===== src/hsdh_pkg.sv =====
// Package: constants and state type for the device hiding control
`default_nettype none
package hsdh_pkg;
  // Synchroniser depth for pin inputs
  localparam int unsigned SYNC_STAGES = 2;
  // Number of pin levels that cross into the clock domain
  localparam int unsigned PIN_COUNT = 2;
  // Bit positions of the pin levels in the synchroniser bundle
  localparam int unsigned PIN_RESET_BIT = 0;
  localparam int unsigned PIN_HANDLE_BIT = 1;
  // Reset values of the synchroniser flops: reset held, handle locked
  localparam logic [PIN_COUNT-1:0] PIN_RESET_VAL = 2'h0;
  // Handle switch level that means the ejector handle is unlocked
  localparam logic HANDLE_UNLOCKED = 1'h1;
  // Primary reset level that means reset is inactive
  localparam logic RESET_INACTIVE = 1'h1;

  typedef enum logic [1:0] {
    HSDH_WAIT_RELEASE = 2'h0,
    HSDH_PENDING = 2'h1,
    HSDH_HIDDEN = 2'h2,
    HSDH_NORMAL = 2'h3
  } hsdh_state_t;
endpackage
`default_nettype wire


===== src/hsdh_pin_if.sv =====
// Interface: raw pin levels in, synchronised levels out
`default_nettype none
interface hsdh_pin_if;
  logic [hsdh_pkg::PIN_COUNT-1:0] raw;
  logic [hsdh_pkg::PIN_COUNT-1:0] synced;
  modport sync_side (input raw, output synced);
  modport ctrl_side (output raw, input synced);
endinterface
`default_nettype wire


===== src/hsdh_sync.sv =====
// Module: multi-stage synchroniser for asynchronous pin levels
`default_nettype none
module hsdh_sync #(
  parameter int unsigned WIDTH = hsdh_pkg::PIN_COUNT,
  parameter int unsigned STAGES = hsdh_pkg::SYNC_STAGES,
  parameter logic [WIDTH-1:0] RESET_VAL = hsdh_pkg::PIN_RESET_VAL
) (
  // Clock, reset and enable
  input wire logic clk,
  input wire logic arst_n,
  input wire logic clk_en,
  // Pin bundle
  hsdh_pin_if.sync_side pins
);
  logic [WIDTH-1:0] stage_q [STAGES];

  // The first stage feeds only the next stage, never any logic
  always_ff @(posedge clk or negedge arst_n) begin
    if (!arst_n) begin
      for (int i = 0; i < STAGES; i++) begin
        stage_q[i] <= RESET_VAL;
      end
    end else if (clk_en) begin
      stage_q[0] <= pins.raw;
      for (int i = 1; i < STAGES; i++) begin
        stage_q[i] <= stage_q[i-1];
      end
    end
  end

  assign pins.synced = stage_q[STAGES-1];
endmodule
`default_nettype wire


===== src/hsdh_hide_ctrl.sv =====
// Module: hot-swap device hiding control on the primary bus clock
`default_nettype none
module hsdh_hide_ctrl (
  // Clock, reset and enable
  input wire logic clk,
  input wire logic arst_n,
  input wire logic clk_en,
  // Pins
  input wire logic primary_reset_in_n,
  input wire logic general_pin_three,
  // Target transaction status from the bridge core
  input wire logic txn_active,
  input wire logic txn_cfg,
  // Controls back to the bridge core
  output logic claim_en,
  output logic tgt_disconnect,
  output logic early_finish,
  output logic master_inhibit,
  output logic io_inhibit,
  output logic irq_inhibit,
  // Status
  output logic hidden,
  output logic quiesced
);
  hsdh_pin_if pin_bus ();

  logic rst_released;
  logic handle_unlocked;
  hsdh_pkg::hsdh_state_t state_q;
  hsdh_pkg::hsdh_state_t state_d;
  logic hidden_q;
  logic disc_q;
  logic quiesce_q;

  assign pin_bus.raw[hsdh_pkg::PIN_RESET_BIT] = primary_reset_in_n;
  assign pin_bus.raw[hsdh_pkg::PIN_HANDLE_BIT] = general_pin_three;

  // Both pins are asynchronous to the bus clock
  hsdh_sync #(
    .WIDTH(hsdh_pkg::PIN_COUNT),
    .STAGES(hsdh_pkg::SYNC_STAGES),
    .RESET_VAL(hsdh_pkg::PIN_RESET_VAL)
  ) u_sync (
    .clk(clk),
    .arst_n(arst_n),
    .clk_en(clk_en),
    .pins(pin_bus.sync_side)
  );

  assign rst_released = pin_bus.synced[hsdh_pkg::PIN_RESET_BIT] == hsdh_pkg::RESET_INACTIVE;
  // Handle is assumed debounced outside; a tied-low pin keeps hiding off
  assign handle_unlocked =
    pin_bus.synced[hsdh_pkg::PIN_HANDLE_BIT] == hsdh_pkg::HANDLE_UNLOCKED;

  // Hiding sequence
  always_comb begin
    state_d = state_q;
    unique case (state_q)
      hsdh_pkg::HSDH_WAIT_RELEASE: begin
        // Decided once per block reset, at the first primary reset release seen after the synchroniser delay
        if (rst_released) begin
          if (handle_unlocked) begin
            state_d = hsdh_pkg::HSDH_PENDING;
          end else begin
            state_d = hsdh_pkg::HSDH_NORMAL;
          end
        end
      end
      hsdh_pkg::HSDH_PENDING: begin
        // Relock before the boundary cancels hiding before it is entered
        if (!handle_unlocked) begin
          state_d = hsdh_pkg::HSDH_NORMAL;
        end else if (!txn_active) begin
          // Boundary reached: the current transaction is over
          state_d = hsdh_pkg::HSDH_HIDDEN;
        end
      end
      hsdh_pkg::HSDH_HIDDEN: begin
        if (!handle_unlocked) begin
          state_d = hsdh_pkg::HSDH_NORMAL;
        end
      end
      hsdh_pkg::HSDH_NORMAL: begin
        state_d = hsdh_pkg::HSDH_NORMAL;
      end
    endcase
  end

  // A later unlock in normal operation is extraction signalling, not a new hide
  always_ff @(posedge clk or negedge arst_n) begin
    if (!arst_n) begin
      state_q <= hsdh_pkg::HSDH_WAIT_RELEASE;
    end else if (clk_en) begin
      state_q <= state_d;
    end
  end

  // Hidden flag is set only when no transaction is in flight; a relock clears it on any cycle with the clock enabled
  always_ff @(posedge clk or negedge arst_n) begin
    if (!arst_n) begin
      hidden_q <= 1'h0;
    end else if (clk_en) begin
      hidden_q <= state_d == hsdh_pkg::HSDH_HIDDEN;
    end
  end

  // Quiesce covers both the pending and hidden phases
  always_ff @(posedge clk or negedge arst_n) begin
    if (!arst_n) begin
      quiesce_q <= 1'h0;
    end else if (clk_en) begin
      quiesce_q <= state_d == hsdh_pkg::HSDH_PENDING || state_d == hsdh_pkg::HSDH_HIDDEN;
    end
  end

  // Disconnect held until the configuration transaction completes
  always_ff @(posedge clk or negedge arst_n) begin
    if (!arst_n) begin
      disc_q <= 1'h0;
    end else if (clk_en) begin
      disc_q <= state_d == hsdh_pkg::HSDH_PENDING && txn_active && txn_cfg;
    end
  end

  // Claims are refused from the first pending cycle, so an idle bus is shut at once
  assign claim_en = !quiesce_q && state_q == hsdh_pkg::HSDH_NORMAL;
  assign tgt_disconnect = disc_q && txn_active;
  assign early_finish = quiesce_q && txn_active;
  // The three masks share one register so they always move together
  assign master_inhibit = quiesce_q;
  assign io_inhibit = quiesce_q;
  assign irq_inhibit = quiesce_q;
  assign hidden = hidden_q;
  assign quiesced = quiesce_q;
endmodule
`default_nettype wire


===== config.mk =====
export PLATFORM = sky130hd
export DESIGN_NAME = hsdh_hide_ctrl
export DESIGN_NICKNAME = d
export VERILOG_FILES = /design/src/hsdh_pkg.sv /design/src/hsdh_pin_if.sv /design/src/hsdh_sync.sv /design/src/hsdh_hide_ctrl.sv
export SDC_FILE = /design/constraint.sdc
export NUM_CORES = 1
export LEC_CHECK = 0
export ABC_AREA = 1
export BUFFER_PORTS_ARGS = -buffer_cell sky130_fd_sc_hd__clkbuf_2
export CAP_MARGIN = 20
export CORE_AREA = 2 2 39 41
export CTS_BUF_LIST = sky130_fd_sc_hd__clkbuf_8
export DETAILED_ROUTE_END_ITERATION = 8
export DIE_AREA = 0 0 41 43
export SLEW_MARGIN = 15
export SYNTH_ARGS = -nofsm -noshare
export SYNTH_HDL_FRONTEND = slang
export SYNTH_SLANG_ARGS = --single-unit
export TNS_END_PERCENT = 5

===== constraint.sdc =====
create_clock -name clk -period 1.2 [get_ports clk]
set_clock_uncertainty 0.1 [all_clocks]
set_input_delay 0 -clock clk [delete_from_list [all_inputs] [get_ports clk]]
set_output_delay 0 -clock clk [all_outputs]
set_load 0.03 [all_outputs]

==> metrics.yaml <==
logic_synthesis:
  synth_area_leaders: "dfrtp_1 (49%), nand2_1 (19%), ha_1 (5.4%), o21ai_1 (5.4%), buf_4 (4.9%)"
  async_flop_share_pct: 100
  yosysWarnings: 0
  syn-num-nets: 67
  avgSynthCellArea_um2: 7.98
  synthFlopType: "dfrtp_1"
  synth_cells: 58
  synth_seq_area_share_pct: 48.6
  yosysTopAreaCell: "dfrtp_1"
  netlist-cell-type-count: 14
  synth_common_cells: "nand2_1 (23), dfrtp_1 (9), o21ai_1 (5), inv_1 (4), buf_4 (3)"
  synth_most_common_cell: "nand2_1"
  synth-edff-count: 0
  synth.ff_latch_count: 9
  syn_area_um2: 463
  yosysTopAreaCellShare_pct: 48.6
setup_path:
  crit_start: "state_q[0]"
  worstSetupEndpoint: "io_inhibit"
  path_max_fanout: 6
  crit_path_end_kind: "flop"
  r2r_cells: 6
  cp.arrival_ns: 1.36
  cp-start-kind: "flop"
  rr_endpoint: "io_inhibit"
  critPathRequiredTime_ns: 1.22
  crit_chain: "nor2_4 -> nand2_1 -> nand3_2 -> inv_2 -> ha_4 -> o21ai_2"
  worstSetupPathType: "flop to flop"
  worst-r2r-setup-slack_ns: -0.15
  slowest_delay_ns: 0.46
  critPathSlowestCell: "dfrtp_2"
  reg2reg_from: "state_q[0]"
layout:
  drive_above_1_share_pct: 43.2
  multi_input_area_um2: 225
  fillers: 143
  final_cell_count_no_fill: 97
  seq_area_um2: 228
  area_growth_pct: 50.3
  antenna_cells: 0
  stdcell_area_um2: 696
  nets: 91
clock_network:
  clock_latency_ns: 0.23
  clkTransAtPathRegs_ns: 0.05
  cts_root_buffer: "clkbuf_8"
  cts_sinks: 9
  clockBufferDepth: 2
  cts_tree: "done"
  cts-buffers-inserted: 3
  h-tree-depth: 1
placement:
  place_hpwl_um: 666
  port_buffers: 14
  placed_area_um2: 548
  place_congestion: 0.754
  place_inst: 87
grt:
  antenna_found_initial: 0
  grt_first_pass_wirelength_um: 1690
  grtUsageTotal_pct: 15.1
  met2_usage_pct: 22.2
  grt_max_degree: 10
  busiest_layer: "met2"
  grt_pass1_vias: 382
  gr-usage-met3_pct: 4.71
  grt_remaining_overflow: 0
  use_met1_pct: 18.9
detailed_routing:
  vias: 429
  drt_wl_total_um: 1100
  viasPerCell: 4.42
  drt_iter0_drc: 4
  drc: 0
  dr.pass1.iters: 3
  drtAntennaViolNets: 0
  wire_per_inst_um: 11.3
sta:
  relSlewSlack_pct: 83.7
  maxSlewViolCount: 0
  final-setup-viol-count: 3
  setup_ws_ns: -0.149
  hold_viol: 0
  rsz0062_at_grt: "true"
  clock.fmax_mhz: 741
  min_period_ns: 1.35
  tightest_slew_ns: 0.245
  finalCritPeriodShare_pct: 112
floorplan:
  start_util_pct: 33.5
  die-area_um2: 1760
  core_area_um2: 1380
  rows: 14
  fp.dieW_um: 41
  chipHeight_um: 43
  ios: 15
pwr:
  power.switching_w: 0.000581
  p_leak_nw: 0.372
  power_frac_comb_pct: 42.7
  p_clk_share_pct: 24.3
  p_int_w: 0.000814
  switching_share_pct: 41.7
  powerDensity_nw_per_um2: 2000
  ir_drop_v: 0.00101
  power_frac_seq_pct: 33.0
min_path:
  hp-class: "primary input to asynchronous set/reset pin"
status:
  violations: "setup timing"
  status: "finished with violations"
run:
  cap_viol_max_count: 0
[metal layers]
metal  share of wire, %  routed length [um]
met2                 55                 599
met3                3.4                  37
met1                 42                 458
met4                  0                   0
met5                  0                   0
[repair_timing]
item / in CTS / in global routing
pin swaps: 6 / 4
setup endpoints to repair: 4 / 5
resized for setup: 8 / 4
buffers inserted: 0 / 0
endpoints found under the hold margin: 13 / 0
hold buffers: 6 / 0
[worst max-delay path: cells and delay by family, from the launching register on]
| kind | cells | cell delay [ns] |
|---|---|---|
| and+or+nand+nor | 3 | 0.31 |
| adders and majority gates | 1 | 0.26 |
| DFF | 1 | 0.46 |
| AOI/OAI and AO/OA | 1 | 0.05 |
| buffers and inverters | 1 | 0.06 |
[power groups by stage]
stage	registers (W)	clock network, W	logic [W]
after CTS	0.000449	0.000357	0.000586
after floorplan	0.000474	0	0.000349
after global placement	0.000436	0	0.000503
final	0.000461	0.000339	0.000595
after detailed placement	0.000440	0	0.000510
after global routing	0.000473	0.000378	0.000642
[stage by stage]
stage | setup WS [ns] | TNS (ns) | hold WS, ns | power (W) | util [%]
2_1_floorplan | -0.0414 | -0.0740 | -0.396 | 0.000823 | -
3_3_place_gp | -0.106 | -0.225 | -0.231 | 0.000939 | 39.6
3_5_place_dp | -0.145 | -0.301 | -0.228 | 0.000950 | 39.6
4_1_cts | -0.127 | -0.318 | 0.0621 | 0.00139 | 49.3
5_1_grt | -0.209 | -0.683 | 0.0813 | 0.00149 | 50.3
6_report | -0.149 | -0.390 | 0.0672 | 0.00139 | 50.3
[state kept, by name, summed over array words and instances, names as in the netlist]
name / count
hidden: 1
disc_q: 1
u_sync.stage_q: 2
io_inhibit: 1
u_sync.pins.synced: 2
state_q: 2
[area by class of cell]
type,instances,share of cell area (%)
well taps,16,2.88
clock inverters,1,0.540
multi-input cells,39,32.4
flip-flops and latches,9,32.7
repair buffers,23,22.3
inverters,6,3.24
clock buffers,3,5.94
[layout by cell type (no fill, tap or decap), types with 2 or more instances in the layout]
master and count:
dfrtp_1 7, nand2_1 23, clkbuf_2 13, inv_1 4, buf_4 4, dfrtp_2 2
inv_2 3, o21ai_1 2, dlygate4sd3_1 6, o21ai_2 3, nand3_2 2, clkbuf_8 3
nor2_1 2
[cells by family after synthesis]
logic type | synth area share, %
AO/OA/AOI/OAI | 6.48
adder cells (fa/ha/maj) | 5.40
buffers and inverters | 10.8
flip-flops | 48.6
AND/OR/NAND/NOR | 28.6
[worst min path at each step]
| stage | cells after the start | endpoint | slack [ns] |
|---|---|---|---|
| 2_1_floorplan | 0 | disc_q | -0.40 |
| 3_3_place_gp | 1 | disc_q | -0.23 |
| 3_5_place_dp | 1 | disc_q | -0.23 |
| 4_1_cts | 2 | disc_q | 0.06 |
| 5_1_grt | 2 | u_sync.pins.synced[0] | 0.08 |
| 6_report | 2 | disc_q | 0.07 |
(Power assumes the default switching activity.)
